**src/hw/acr_pkg.sv**
```systemverilog
// shared constants and types for the converter register and result block
package acr_pkg;
   // widths
   localparam int CFG_W = 8;
   localparam int RES_W = 24;
   localparam int RED_W = 19;
   localparam int SMALL_W = 16;
   localparam int DATA_W = 96;
   localparam int CMD_W = 8;
   localparam int BITCNT_W = 10;
   localparam int TAG_W = 3;
   localparam int CHTAG_W = 2;
   localparam int SYNC_W = 6;
   // device control bit positions
   localparam int PDN_BIT = 7;
   localparam int SOFT_RST_BIT = 6;
   localparam int FULL_RES_BIT = 5;
   localparam int XTAL_BIT = 4;
   localparam int FAULT_DIS_BIT = 3;
   localparam int REFBUF_PD_BIT = 2;
   localparam logic [CFG_W-1:0] CFG_RESET = 8'h00;
   localparam logic [CFG_W-1:0] CFG_WRITE_MASK = 8'hFC;
   // command byte
   localparam int CMD_READ_BIT = 7;
   localparam logic [6:0] ADDR_CFG = 7'h60;
   localparam logic [6:0] ADDR_DATA = 7'h70;
   localparam logic [BITCNT_W-1:0] CMD_LAST = 10'h007;
   localparam logic [BITCNT_W-1:0] CMD_BITS = 10'h008;
   // synchroniser lanes and their idle levels
   localparam int SY_CS = 5;
   localparam int SY_SCLK = 4;
   localparam int SY_DIN = 3;
   localparam int SY_CASC = 2;
   localparam int SY_FAULT = 1;
   localparam int SY_XIN = 0;
   localparam logic [SYNC_W-1:0] SYNC_IDLE = 6'h30;
   // timing
   localparam int CLK_PERIOD_NS = 10;
   localparam int FAULT_RECOVERY_NS = 1570000;
   localparam int FAULT_RECOVERY_CYCLES = FAULT_RECOVERY_NS / CLK_PERIOD_NS;
   localparam int RECOV_W = 18;
   localparam int READY_HIGH_NS = 40;
   localparam int READY_HIGH_CYCLES = (READY_HIGH_NS + CLK_PERIOD_NS - 1) / CLK_PERIOD_NS;
   localparam int READY_W = 4;
   // serial port states
   typedef enum logic [5:0]
   {
      ST_IDLE = 6'h01,
      ST_CMD = 6'h02,
      ST_RD_CFG = 6'h04,
      ST_RD_DATA = 6'h08,
      ST_WR_CFG = 6'h10,
      ST_SKIP = 6'h20
   } acr_state_type;
endpackage

```
**src/hw/acr_sync.sv**
```systemverilog
// two flip-flop synchroniser for pin inputs
`timescale 1ns/1ps
`default_nettype none
module acr_sync
#(
   parameter int W = 1,
   parameter logic [W-1:0] RESET_VAL = '0
)
(
   // clock and reset
   input wire logic core_clk_in,
   input wire logic rst_n_in,
   // data
   input wire logic [W-1:0] d_in,
   output logic [W-1:0] q_out
);
   logic [W-1:0] meta_reg;
   logic [W-1:0] q_reg;

   // first stage feeds only the second
   always_ff @(posedge core_clk_in or negedge rst_n_in)
   begin
      if (!rst_n_in)
      begin
         meta_reg <= RESET_VAL;
         q_reg <= RESET_VAL;
      end
      else
      begin
         meta_reg <= d_in;
         q_reg <= meta_reg;
      end
   end

   assign q_out = q_reg;
endmodule // acr_sync
`default_nettype wire

```
**src/hw/acr_result_format.sv**
```systemverilog
// packs four channel results into the 96-bit result word
`timescale 1ns/1ps
`default_nettype none
module acr_result_format
#(
   parameter bit SIXTEEN_BIT = 1'b0
)
(
   // inputs
   input wire logic [acr_pkg::RES_W*4-1:0] results_in,
   input wire logic [acr_pkg::TAG_W-1:0] position_tag_in,
   input wire logic full_res_in,
   // packed word
   output logic [acr_pkg::DATA_W-1:0] word_out
);
   // one 24-bit slot: channel 0 first, highest bits
   function automatic logic [acr_pkg::RES_W-1:0] slot
   (
      input logic [acr_pkg::RES_W-1:0] res,
      input logic [acr_pkg::TAG_W-1:0] tag,
      input logic [acr_pkg::CHTAG_W-1:0] ch,
      input logic full
   );
      logic [acr_pkg::RES_W-1:0] s;
      s = '0;
      if (SIXTEEN_BIT)
         s = {res[acr_pkg::RES_W-1 -: acr_pkg::SMALL_W], 3'h0, tag, ch};
      else if (full)
         s = res;
      else
         s = {res[acr_pkg::RES_W-1 -: acr_pkg::RED_W], tag, ch};
      return s;
   endfunction

   always_comb
   begin
      word_out = '0;
      for (int i = 0; i < 4; i++)
      begin
         // channel tag equals channel number
         word_out[acr_pkg::DATA_W-1-acr_pkg::RES_W*i -: acr_pkg::RES_W] =
            slot(results_in[acr_pkg::RES_W*(4-i)-1 -: acr_pkg::RES_W],
                 position_tag_in, 2'(i), full_res_in);
      end
   end
endmodule // acr_result_format
`default_nettype wire

```
**src/hw/acr_top.sv**
```systemverilog
// control register, serial port and result register of the converter
`timescale 1ns/1ps
`default_nettype none
////////////////////////////////////////////////////////////////////////////////
// How it works
// - control bit 7 powers down oscillator, fault circuits and bandgap; clearing restores.
// - writing one to bit 6 restores defaults and realigns sampling and output.
// - bit 5 set gives 24-bit results; clear gives 19-bit plus tags.
// - bit 4 runs the oscillator and drives clock out; clear leaves it undriven.
// - bit 3 clear holds output clipped for recovery time after overvoltage.
// - bit 2 set powers down the reference buffer.
// - every channel result is two's complement.
// - each converter supplies 96 bits per result read.
// - an unread result is overwritten by the next conversion.
// - 19-bit results drop low bits of the full result.
// - 19-bit slots hold result, position tag, channel tag; channel 0 highest.
// - position tag is 000 on the converter nearest the host.
// - channel tags are 00, 01, 10 and 11 for channels 0 to 3.
// - 24-bit format packs four untagged results, channel 0 highest.
// - 16-bit variant slot: result, three zeros, position tag, channel tag.
// - control register is all zeros after reset or soft reset.
// - control reads move 96 bits per cascaded converter: the control byte, then 88 zeros.
// - serial clock idles high; data sampled on the first (falling) edge.
// - falling edge on ready output marks new results.
module acr_top
#(
   parameter bit SIXTEEN_BIT = 1'b0,
   parameter int FAULT_RECOVERY_CYCLES = acr_pkg::FAULT_RECOVERY_CYCLES
)
(
   // clock and reset
   input wire logic core_clk_in,
   input wire logic rst_n_in,
   // serial port
   input wire logic cs_n_in,
   input wire logic sclk_in,
   input wire logic din_in,
   input wire logic casc_data_in,
   output logic dout_out,
   output logic dout_oe_out,
   output logic result_ready_out_n,
   // conversion results from the modulators
   input wire logic conv_valid_in,
   input wire logic [acr_pkg::RES_W-1:0] channel0_result_in,
   input wire logic [acr_pkg::RES_W-1:0] channel1_result_in,
   input wire logic [acr_pkg::RES_W-1:0] channel2_result_in,
   input wire logic [acr_pkg::RES_W-1:0] channel3_result_in,
   input wire logic [acr_pkg::TAG_W-1:0] cascade_position_tag_in,
   // analog side
   input wire logic fault_in,
   input wire logic clock_input_pin_in,
   output logic buffered_clock_out_out,
   output logic buffered_clock_out_oe_out,
   output logic power_down_bit_out,
   output logic osc_enable_out,
   output logic fault_circuit_enable_out,
   output logic bandgap_enable_out,
   output logic ref_buffer_enable_out,
   output logic full_resolution_select_out,
   output logic realign_out,
   output logic clip_active_out
);
   ////////////////////////////////////////////////////////////////////////////
   // pin synchronisers
   logic [acr_pkg::SYNC_W-1:0] sync_s;
   logic cs_n_s;
   logic sclk_s;
   logic din_s;
   logic casc_s;
   logic fault_s;
   logic xin_s;

   acr_sync
   #(
      .W(acr_pkg::SYNC_W),
      .RESET_VAL(acr_pkg::SYNC_IDLE)
   )
   u_sync
   (
      .core_clk_in(core_clk_in),
      .rst_n_in(rst_n_in),
      .d_in({cs_n_in, sclk_in, din_in, casc_data_in, fault_in, clock_input_pin_in}),
      .q_out(sync_s)
   );

   assign cs_n_s = sync_s[acr_pkg::SY_CS];
   assign sclk_s = sync_s[acr_pkg::SY_SCLK];
   assign din_s = sync_s[acr_pkg::SY_DIN];
   assign casc_s = sync_s[acr_pkg::SY_CASC];
   assign fault_s = sync_s[acr_pkg::SY_FAULT];
   assign xin_s = sync_s[acr_pkg::SY_XIN];

   ////////////////////////////////////////////////////////////////////////////
   // serial port
   acr_pkg::acr_state_type state_reg;
   acr_pkg::acr_state_type state_next;
   logic sclk_prev_reg;
   logic cs_prev_reg;
   logic [acr_pkg::BITCNT_W-1:0] cnt_reg;
   logic [acr_pkg::BITCNT_W-1:0] cnt_next;
   logic [acr_pkg::CMD_W-1:0] rx_reg;
   logic [acr_pkg::CMD_W-1:0] rx_next;
   logic [acr_pkg::DATA_W-1:0] tx_reg;
   logic [acr_pkg::DATA_W-1:0] tx_next;
   logic dout_reg;
   logic dout_next;
   logic dout_oe_reg;
   logic sclk_fall;
   logic sclk_rise;
   logic cs_start;
   logic cs_end;
   logic [acr_pkg::CMD_W-1:0] rx_shift;
   logic [acr_pkg::BITCNT_W-1:0] data_bits;
   logic cfg_write_go;
   logic data_read_go;
   logic [acr_pkg::CFG_W-1:0] cfg_reg;
   logic [acr_pkg::DATA_W-1:0] fmt_word;

   // clock idles high, so the first edge of each bit falls
   assign sclk_fall = sclk_prev_reg & ~sclk_s;
   assign sclk_rise = ~sclk_prev_reg & sclk_s;
   assign cs_start = cs_prev_reg & ~cs_n_s;
   assign cs_end = ~cs_prev_reg & cs_n_s;
   assign rx_shift = {rx_reg[acr_pkg::CMD_W-2:0], din_s};
   assign data_bits = cnt_reg - acr_pkg::CMD_BITS;
   // whole bytes only; a frame cut short leaves the register alone
   assign cfg_write_go = cs_end && state_reg == acr_pkg::ST_WR_CFG && cnt_reg > acr_pkg::CMD_BITS
      && data_bits[2:0] == 3'h0;
   assign data_read_go = state_reg == acr_pkg::ST_CMD && sclk_fall && cnt_reg == acr_pkg::CMD_LAST
      && rx_shift == {1'b1, acr_pkg::ADDR_DATA};

   always_comb
   begin
      state_next = state_reg;
      cnt_next = cnt_reg;
      rx_next = rx_reg;
      tx_next = tx_reg;
      dout_next = dout_reg;
      if (cs_n_s)
      begin
         state_next = acr_pkg::ST_IDLE;
      end
      else if (cs_start)
      begin
         state_next = acr_pkg::ST_CMD;
         cnt_next = '0;
      end
      else if (sclk_fall)
      begin
         rx_next = rx_shift;
         cnt_next = cnt_reg + 10'h001;
         case (state_reg)
            acr_pkg::ST_CMD:
            begin
               if (cnt_reg == acr_pkg::CMD_LAST)
               begin
                  if (rx_shift == {1'b1, acr_pkg::ADDR_CFG})
                  begin
                     state_next = acr_pkg::ST_RD_CFG;
                     tx_next = {cfg_reg, {(acr_pkg::DATA_W-acr_pkg::CFG_W){1'b0}}};
                  end
                  else if (rx_shift == {1'b1, acr_pkg::ADDR_DATA})
                  begin
                     state_next = acr_pkg::ST_RD_DATA;
                     tx_next = fmt_word;
                  end
                  else if (rx_shift == {1'b0, acr_pkg::ADDR_CFG})
                     state_next = acr_pkg::ST_WR_CFG;
                  else
                     state_next = acr_pkg::ST_SKIP;
               end
            end
            default:
            begin
            end
         endcase
      end
      else if (sclk_rise)
      begin
         // output changes on rising edges; downstream bits follow our own
         if (state_reg == acr_pkg::ST_RD_CFG || state_reg == acr_pkg::ST_RD_DATA)
         begin
            dout_next = tx_reg[acr_pkg::DATA_W-1];
            tx_next = {tx_reg[acr_pkg::DATA_W-2:0], casc_s};
         end
      end
   end

   always_ff @(posedge core_clk_in or negedge rst_n_in)
   begin
      if (!rst_n_in)
      begin
         state_reg <= acr_pkg::ST_IDLE;
         sclk_prev_reg <= 1'b1;
         cs_prev_reg <= 1'b1;
         cnt_reg <= '0;
         rx_reg <= '0;
         tx_reg <= '0;
         dout_reg <= 1'b0;
         dout_oe_reg <= 1'b0;
      end
      else
      begin
         state_reg <= state_next;
         sclk_prev_reg <= sclk_s;
         cs_prev_reg <= cs_n_s;
         cnt_reg <= cnt_next;
         rx_reg <= rx_next;
         tx_reg <= tx_next;
         dout_reg <= dout_next;
         dout_oe_reg <= ~cs_n_s;
      end
   end

   assign dout_out = dout_reg;
   assign dout_oe_out = dout_oe_reg;

   ////////////////////////////////////////////////////////////////////////////
   // device control register
   logic [acr_pkg::CFG_W-1:0] cfg_next;
   logic realign_reg;
   logic realign_next;
   logic soft_rst;

   assign soft_rst = cfg_write_go && rx_reg[acr_pkg::SOFT_RST_BIT];

   always_comb
   begin
      cfg_next = cfg_reg;
      realign_next = 1'b0;
      if (soft_rst)
      begin
         cfg_next = acr_pkg::CFG_RESET;
         realign_next = 1'b1;
      end
      else if (cfg_write_go)
         cfg_next = rx_reg & acr_pkg::CFG_WRITE_MASK;
   end

   always_ff @(posedge core_clk_in or negedge rst_n_in)
   begin
      if (!rst_n_in)
      begin
         cfg_reg <= acr_pkg::CFG_RESET;
         realign_reg <= 1'b0;
      end
      else
      begin
         cfg_reg <= cfg_next;
         realign_reg <= realign_next;
      end
   end

   logic pdn;
   assign pdn = cfg_reg[acr_pkg::PDN_BIT];
   assign power_down_bit_out = pdn;
   assign osc_enable_out = cfg_reg[acr_pkg::XTAL_BIT] & ~pdn;
   assign fault_circuit_enable_out = ~cfg_reg[acr_pkg::FAULT_DIS_BIT] & ~pdn;
   assign bandgap_enable_out = ~pdn;
   assign ref_buffer_enable_out = ~cfg_reg[acr_pkg::REFBUF_PD_BIT] & ~pdn;
   assign full_resolution_select_out = cfg_reg[acr_pkg::FULL_RES_BIT];
   assign realign_out = realign_reg;

   ////////////////////////////////////////////////////////////////////////////
   // buffered clock output, driven only while the oscillator runs
   logic clk_out_reg;
   logic clk_oe_reg;

   always_ff @(posedge core_clk_in or negedge rst_n_in)
   begin
      if (!rst_n_in)
      begin
         clk_out_reg <= 1'b0;
         clk_oe_reg <= 1'b0;
      end
      else
      begin
         clk_out_reg <= xin_s;
         clk_oe_reg <= osc_enable_out;
      end
   end

   assign buffered_clock_out_out = clk_out_reg;
   assign buffered_clock_out_oe_out = clk_oe_reg;

   ////////////////////////////////////////////////////////////////////////////
   // result register and ready strobe
   logic [acr_pkg::RES_W*4-1:0] res_reg;
   logic [acr_pkg::RES_W*4-1:0] res_next;
   logic [acr_pkg::READY_W-1:0] rdy_cnt_reg;
   logic [acr_pkg::READY_W-1:0] rdy_cnt_next;
   logic rdy_n_reg;
   logic rdy_n_next;
   logic load;

   // powered-down modulators deliver nothing
   assign load = conv_valid_in & ~pdn;

   always_comb
   begin
      res_next = res_reg;
      rdy_cnt_next = rdy_cnt_reg;
      rdy_n_next = rdy_n_reg;
      if (soft_rst)
      begin
         res_next = '0;
         rdy_cnt_next = '0;
         rdy_n_next = 1'b1;
      end
      else if (load)
      begin
         // unread results are simply replaced
         res_next = {channel0_result_in, channel1_result_in,
                     channel2_result_in, channel3_result_in};
         rdy_cnt_next = acr_pkg::READY_W'(acr_pkg::READY_HIGH_CYCLES);
         rdy_n_next = 1'b1;
      end
      else if (rdy_cnt_reg != '0)
      begin
         rdy_cnt_next = rdy_cnt_reg - 4'h1;
         if (rdy_cnt_reg == 4'h1)
            rdy_n_next = 1'b0;
      end
      else if (data_read_go)
         rdy_n_next = 1'b1;
   end

   always_ff @(posedge core_clk_in or negedge rst_n_in)
   begin
      if (!rst_n_in)
      begin
         res_reg <= '0;
         rdy_cnt_reg <= '0;
         rdy_n_reg <= 1'b1;
      end
      else
      begin
         res_reg <= res_next;
         rdy_cnt_reg <= rdy_cnt_next;
         rdy_n_reg <= rdy_n_next;
      end
   end

   assign result_ready_out_n = rdy_n_reg;

   acr_result_format
   #(
      .SIXTEEN_BIT(SIXTEEN_BIT)
   )
   u_format
   (
      .results_in(res_reg),
      .position_tag_in(cascade_position_tag_in),
      .full_res_in(cfg_reg[acr_pkg::FULL_RES_BIT]),
      .word_out(fmt_word)
   );

   ////////////////////////////////////////////////////////////////////////////
   // overvoltage clipping and recovery hold
   logic [acr_pkg::RECOV_W-1:0] recov_reg;
   logic [acr_pkg::RECOV_W-1:0] recov_next;
   logic clip_reg;
   logic clip_next;

   always_comb
   begin
      recov_next = recov_reg;
      clip_next = 1'b0;
      if (!fault_circuit_enable_out)
         recov_next = '0;
      else if (fault_s)
      begin
         recov_next = acr_pkg::RECOV_W'(FAULT_RECOVERY_CYCLES);
         clip_next = 1'b1;
      end
      else if (recov_reg != '0)
      begin
         recov_next = recov_reg - 18'h00001;
         clip_next = 1'b1;
      end
   end

   always_ff @(posedge core_clk_in or negedge rst_n_in)
   begin
      if (!rst_n_in)
      begin
         recov_reg <= '0;
         clip_reg <= 1'b0;
      end
      else
      begin
         recov_reg <= recov_next;
         clip_reg <= clip_next;
      end
   end

   assign clip_active_out = clip_reg;
endmodule // acr_top
`default_nettype wire

```
**config.mk**
```make
export PLATFORM = sky130hd
export DESIGN_NAME = acr_top
export DESIGN_NICKNAME = d
export VERILOG_FILES = /design/src/hw/acr_pkg.sv /design/src/hw/acr_sync.sv /design/src/hw/acr_result_format.sv /design/src/hw/acr_top.sv
export SDC_FILE = /design/constraint.sdc
export NUM_CORES = 1
export LEC_CHECK = 0
export BUFFER_PORTS_ARGS = -buffer_cell sky130_fd_sc_hd__buf_2
export CAP_MARGIN = 40
export CORE_MARGIN = 5
export CORE_UTILIZATION = 54
export DETAILED_ROUTE_END_ITERATION = 12
export PLACE_DENSITY = 0.77
export SLEW_MARGIN = 40
export SYNTH_ARGS = -nofsm -noshare
export SYNTH_HDL_FRONTEND = slang
export SYNTH_SLANG_ARGS = --single-unit
```
**constraint.sdc**
```tcl
create_clock -name core_clk_in -period 2.47 [get_ports core_clk_in]
set_clock_uncertainty 0.2 [all_clocks]
set_input_delay 0.3705 -clock core_clk_in [delete_from_list [all_inputs] [get_ports core_clk_in]]
set_output_delay 0.3705 -clock core_clk_in [all_outputs]
set_load 0.03 [all_outputs]
```
==> results of run 1 <==
==> cells in the final DEF, fill, tap and decap left out, drive strengths merged, types with 10 or more instances in the layout <==
cell and instances:
dlygate4sd3 103, a21oi 15, nor2 129, a31oi 49
nor2b 40, inv 68, o21ai 32, mux2i 147
mux2 48, nand2 101, clkbuf 46, nor4 10
buf 186, dfrtp 257, o22ai 43, nor3 12
nand3 12
==> power groups by stage <==
stage               Sequential, mW  Clock (mW)  Combinational (mW)
global placement              4.84           0               0.852
global route                  4.81        4.58                1.16
detailed placement            4.84           0               0.878
finish                        4.78        4.36                1.03
floorplan                     4.79           0               0.534
CTS                           4.77        4.40                1.01
==> stage by stage <==
step / util, % / instances
floorplan: - / 1155
global placement: 59.52 / 1524
detailed placement: 59.52 / 1524
finish: 70.15 / 1707
CTS: 68.52 / 1679
global route: 70.15 / 1707
==> cell usage after synthesis, types with 8 or more instances <==
cell	number
dfrtp_1	257
mux2i_1	147
nor2_1	127
nand2_1	101
inv_1	68
clkbuf_1	52
a31oi_1	49
mux2_2	48
o22ai_1	43
nor2b_1	40
o21ai_0	30
a21oi_1	15
buf_2	12
nand3_1	12
nor3_1	12
nor4_1	10
xnor2_1	9
a21boi_0	8
a2bb2oi_1	8
buf_1	8
dfstp_2	8
nand2b_1	8
nand4_1	8
==> cell type report <==
cell class,instances,area [um2],share of cell area [%]
timing repair buffer,292,2432,15.41
inverter,70,262.8,1.665
clock inverter,9,120.1,0.7609
sequential,265,6641,42.07
tap,285,356.6,2.259
clock buffer,43,848.3,5.374
multi-input combinational,742,5121,32.44
antenna,1,2.502,0.01585
==> logic make-up (layout without fill, tap and decap cells) <==
| logic type | Yosys count | count (layout) | synth area share [%] |
|---|---|---|---|
| other | 0 | 1 | 0 |
| flip-flops | 265 | 265 | 54.25 |
| AO/OA/AOI/OAI | 167 | 167 | 8.698 |
| buffers and inverters | 148 | 414 | 4.845 |
| multiplexers | 195 | 195 | 16.43 |
| XOR/XNOR | 16 | 16 | 1.145 |
| AND/OR/NAND/NOR | 357 | 357 | 13.91 |
| adder cells (fa/ha/maj) | 7 | 7 | 0.7154 |
==> per-layer routing <==
| metal | wire length [um] | track usage, % | vias up |
|---|---|---|---|
| met5 | 13 | 0 | - |
| met4 | 967 | 7.352 | 2 |
| met3 | 1304 | 3.054 | 80 |
| met2 | 15100 | 38.70 | 268 |
| met1 | 12990 | 29.79 | 4722 |
| li1 | - | - | 4478 |
==> timing repair <==
item	4_1_cts	5_1_grt
endpoints found under the hold margin	161	0
gates resized for setup	5	21
endpoints found under the setup margin	41	42
hold buffers	103	0
buffers inserted	0	23
pin swaps	0	1
cloned	0	4
==> worst min path at each step <==
stage / startpoint / endpoint / slack (ns) / cells after the start
after global routing: u_sync.meta_reg[2] / u_sync.q_out[2] / 0.16 / 0
final: u_sync.q_out[0] / buffered_clock_out_out / 0.15 / 0
after floorplan: rst_n_in / buffered_clock_out_oe_out / -0.13 / 0
after global placement: u_sync.meta_reg[2] / u_sync.q_out[2] / 0.14 / 0
after detailed placement: u_sync.q_out[0] / buffered_clock_out_out / 0.14 / 0
after CTS: u_sync.q_out[0] / buffered_clock_out_out / 0.15 / 0
==> key figures, run 1 <==
Power and ir drop
  • Switching Fraction: 23.90%
  • Sequential Power Share: 47.0%
  • Combinational Power Share: 10.2%
  • Total internal power: 7.745 mW
  • Clock share of power: 42.8%
  • Leakage: 7.326 nW
  • Maximum vdd drop: 0.5350 mV
  • Psw: 2.433 mW
  • Total Power: 10.18 mW
  • PD cells: 644.7 nW/um2

Route
  • Initial drt markers: 671
  • DRC: 0
  • DRT Pass-1 Iters: 5
  • Via Count: 9550
  • WL final: 30370 um
  • Avg Vias per Cell: 5.595
  • ANT nets after route: 0
  • Routed length per instance: 17.79 um

Run
  • Max-cap violations: 0

Timing
  • Setup violators final: 0
  • Fin Setup TNS: 0 ns
  • Worst Max-Slew Pin Slew: 0.6875 ns
  • Slew HR: 54.17%
  • Hold Fails Final Rpt: 0
  • Final Max Tran Viols: 0
  • RSZ-0062 raised after global routing: yes
  • Hold WS: 0.1502 ns
  • PnR worst setup slack: 0.01241 ns
  • Final Critical Period: 2.458 ns
  • F_max: 406.9 MHz
  • Final Cycle Share: 99.50%

Global route
  • First-pass GRT wire length: 48590 um
  • Number of global-route vias before repair: 9700
  • GRT Util Overall: 22.54%
  • Number of antenna violations at the first check in global routing: 2
  • Largest net degree at the start of global routing: 119
  • Total congestion overflow: 0

Place
  • GP Congestion: 0.8145
  • DP Area: 13390 um2
  • HPWL after DPL: 17160 um
  • PortBufs: 120
  • DP Worst Slack: -0.1116 ns

Layout
  • Area Overhead vs Synth: 28.94%
  • Final net count: 1514
  • Fin area: 15790 um2
  • Fillers: 1525
  • Layout cell share with drive strength beyond 1: 22.10%

Synth
  • Post-synth ARST share: 100.0%
  • Number of synthesized flops with an enable pin: 0
  • Top area cells in the synthesized netlist: dfrtp_1 53%, mux2i_1 12%, mux2_2 4.4%, nor2_1 3.9%, nand2_1 3.1%
  • Syn Area/Cell: 10.60 um2
  • Synthesis-stage register bit count: 265
  • Syn Nets: 1270
  • Yosys cell types: 55
  • Yosys top cell by area: dfrtp_1
  • Synthesized area: 12240 um2
  • Top-area cell type share of the netlist area: 52.53%
  • YS warnings: 0
  • Top FF cell, synth: dfrtp_1
  • Synthesized instance count: 1155
  • Post-synthesis sequential area ratio: 54.25%

Worst setup path
  • R2r endpoint: tx_reg[51]
  • CP Launch Point: u_sync.q_out[4]
  • WP data arrival: 2.70 ns
  • R2R Path Start: u_sync.q_out[4]
  • Crit-path cells: inv_2 > ha_4 > nand4b_1 > o41ai_4 > buf_6 > buf_4 > buf_6 > mux2i_1
  • Top cell family by delay on the critical path: buffers and inverters
  • CP Depth: 8
  • Crit Path Max Fanout: 8
  • Required @ worst endpoint: 2.72 ns
  • Worst Setup EP: tx_reg[51]
  • Slowest Stage Delay on Critical Path: 0.54 ns
  • Most used cell, CP: buf_6
  • Worst reg2reg setup slack: 0.01 ns
  • CP max-delay cell: dfstp_2
  • Kind of start point of the critical path: flop
  • FF-to-FF path depth: 8
  • CP Capture Type: flop
  • CP bufs+invs: 4
  • Kind of critical path: reg -> reg

Floorplan
  • Die Ht: 160.6 um
  • Starting density of the core: 54.40%
  • Num rows: 55
  • Die width: 160.6 um
  • Die Area: 25780 um2
  • Top-level I/O count: 121
  • Core outline area: 22500 um2

Clock network
  • Worst-Skew Late Latency: 0.53 ns
  • TritonCTS clock tree: built
  • Clk buf depth: 3
  • Clock sinks: 265
  • Root Buffer: clkbuf_16
  • Reg clk slew, reported paths: 0.06 ns
  • Htree depth: 1
  • TritonCTS Buffers: 28

Hold path
  • Worst Hold Class: reg -> reg

Status
  • Status: completed
No activity file was read; power rests on OpenSTA's default activity.
==> run 2: changes to the inputs <==
CORE_ASPECT_RATIO = 1.2   (was default)
CORE_UTILIZATION = 59   (was 54)
PLACE_DENSITY = 0.8   (was 0.77)
clock period = 2.7 ns   (was 2.47 ns; I/O delays follow)
==> run 2 against run 1 <==
- sequential cell count is the same
- sequential share of layout area grew 1.7 points
- design area shrank 3.8%
- combinational power shrank 11%
- non-clock buffer count shrank 42
==> key figures, run 2 (synthesized netlist as in run 1, its figures left out) <==
Timing
  • Setup violators final: 0
  • Final Max Tran Viols: 0
  • Fin Setup TNS: 0 ns
  • Hold Fails Final Rpt: 0
  • F_max: 390.9 MHz
  • Worst Max-Slew Pin Slew: 0.8503 ns
  • RSZ-0062 raised after global routing: no
  • Final Critical Period: 2.558 ns
  • Final Cycle Share: 94.75%
  • Slew HR: 43.31%

Place
  • HPWL after DPL: 16610 um
  • Cells after DPL: 1490
  • PortBufs: 120
  • GP Congestion: 0.8309

Clock network
  • TritonCTS Buffers: 27
  • Reg clk slew, reported paths: 0.06 ns
  • Setup Buffers After CTS: 0
  • Clock sinks: 265
  • Htree depth: 1
  • Worst-Skew Late Latency: 0.54 ns
  • TritonCTS clock tree: built
  • Root Buffer: clkbuf_16
  • Clk buf depth: 3

Floorplan
  • Die Ht: 167.8 um
  • Starting density of the core: 60.23%
  • Die width: 141.5 um
  • Top-level I/O count: 121
  • Num rows: 57
  • Die Area: 23740 um2
  • Core outline area: 20330 um2

Global route
  • Largest net degree at the start of global routing: 193
  • Total congestion overflow: 0
  • First-pass GRT wire length: 48030 um
  • Number of antenna violations at the first check in global routing: 0
  • Number of global-route vias before repair: 9643
  • GRT Util Overall: 24.24%

Hold path
  • Worst Hold Class: in -> reg
  • Hold path depth: 3

Worst setup path
  • Slowest Stage Delay on Critical Path: 0.44 ns
  • Required @ worst endpoint: 2.92 ns
  • CP Capture Type: flop
  • Crit Path Max Fanout: 11
  • FF-to-FF path depth: 6
  • Kind of start point of the critical path: flop
  • WP data arrival: 2.78 ns
  • Kind of critical path: reg -> reg
  • Crit-path cells: nor4_1 > nand2_1 > o41ai_4 > buf_12 > buf_4 > mux2_2
  • CP max-delay cell: nor4_1

Route
  • Initial drt markers: 542
  • WL final: 28480 um
  • DRC: 0
  • ANT nets after route: 0
  • DRT Pass-1 Iters: 5
  • Via Count: 9227
  • Routed length per instance: 17.38 um
  • Avg Vias per Cell: 5.630

Layout
  • Most frequent cells in the layout: 257 x dfrtp_1, 147 x mux2i_1, 127 x nor2_1
  • Final std cells w/o fill: 1639
  • Area Overhead vs Synth: 24.01%
  • Commonest non-fill, non-tap cell in the layout: dfrtp_1
  • Final net count: 1471
  • Ant diodes: 0
  • Fillers: 1359
  • Layout cell share with drive strength beyond 1: 19.36%

Power and ir drop
  • Maximum vdd drop: 0.5892 mV
  • PD cells: 592.4 nW/um2
  • Combinational Power Share: 10.2%
  • Switching Fraction: 23.95%
  • Clock share of power: 41.2%
  • Total Power: 8.993 mW
  • Sequential Power Share: 48.6%
  • Total internal power: 6.839 mW
  • Psw: 2.154 mW
  • Leakage: 7.012 nW

Status
  • Status: completed

Run
  • Max-cap violations: 0
==> run 2: worst paths after layout <==
| check | start | to | slack [ns] |
|---|---|---|---|
| max | cnt_reg[4] | tx_reg[53] | 0.14 |
| min in group asynchronous | rst_n_in | u_sync.meta_reg[1] | 0.20 |
| min reg2reg | u_sync.meta_reg[0] | u_sync.q_out[0] | 0.15 |
| min | channel3_result_in[1] | res_reg[1] | 0.03 |
| max reg2reg | cnt_reg[4] | tx_reg[53] | 0.14 |
| max in group asynchronous | rst_n_in | res_reg[46] | 1.37 |
==> run 2: final cells by class <==
| type | instances | area (um2) | area share (%) |
|---|---|---|---|
| tap | 265 | 331.6 | 2.184 |
| inverter | 70 | 262.8 | 1.731 |
| timing repair buffer | 250 | 2004 | 13.20 |
| sequential | 265 | 6641 | 43.75 |
| multi-input combinational | 742 | 5050 | 33.26 |
| clock buffer | 38 | 787.0 | 5.184 |
| clock inverter | 9 | 103.9 | 0.6841 |
==> run 2: power by group through the flow <==
stage	Clock, mW	Sequential, mW	Combinational (mW)
3_5_place_dp	0	4.43	0.784
4_1_cts	3.78	4.36	0.907
2_1_floorplan	0	4.38	0.489
6_report	3.70	4.37	0.917
5_1_grt	3.97	4.40	1.03
3_3_place_gp	0	4.42	0.758
==> run 2: repair_timing <==
| action | CTS | global route |
|---|---|---|
| hold buffers | 102 | 0 |
| endpoints found under the setup margin | 0 | 9 |
| resized for setup | 0 | 1 |
| hold endpoints to repair | 152 | 0 |
==> run 2: worst max-delay path: cells and delay by family, from the launching register on <==
kind / cells / cell delay [ns]
and+or+nand+nor: 2 / 0.62
AOI/OAI and AO/OA: 1 / 0.44
buffers and inverters: 2 / 0.40
DFF: 1 / 0.43
muxes: 1 / 0.35
==> run 2: stage by stage <==
stage | utilization (%) | worst slack (ns) | hold WS, ns | cell area, um2
6_report | 74.69 | 0.1417 | 0.02547 | 15180
5_1_grt | 74.69 | 0.02307 | 0.04935 | 15180
4_1_cts | 74.66 | 0.1066 | 0.007698 | 15170
3_5_place_dp | 65.25 | 0.1116 | 0.1365 | 13260
3_3_place_gp | 65.25 | 0.1637 | 0.1327 | 13260
2_1_floorplan | - | 0.2544 | -0.09059 | 12240
==> run 2: per-layer routing <==
layer / global-route usage [%] / up-vias / share of wire (%)
met1: 32.02 / 4535 / 42
li1: - / 4384 / -
met5: 0 / - / 0
met3: 3.319 / 67 / 4.6
met4: 8.890 / 0 / 3.4
met2: 41.12 / 241 / 50
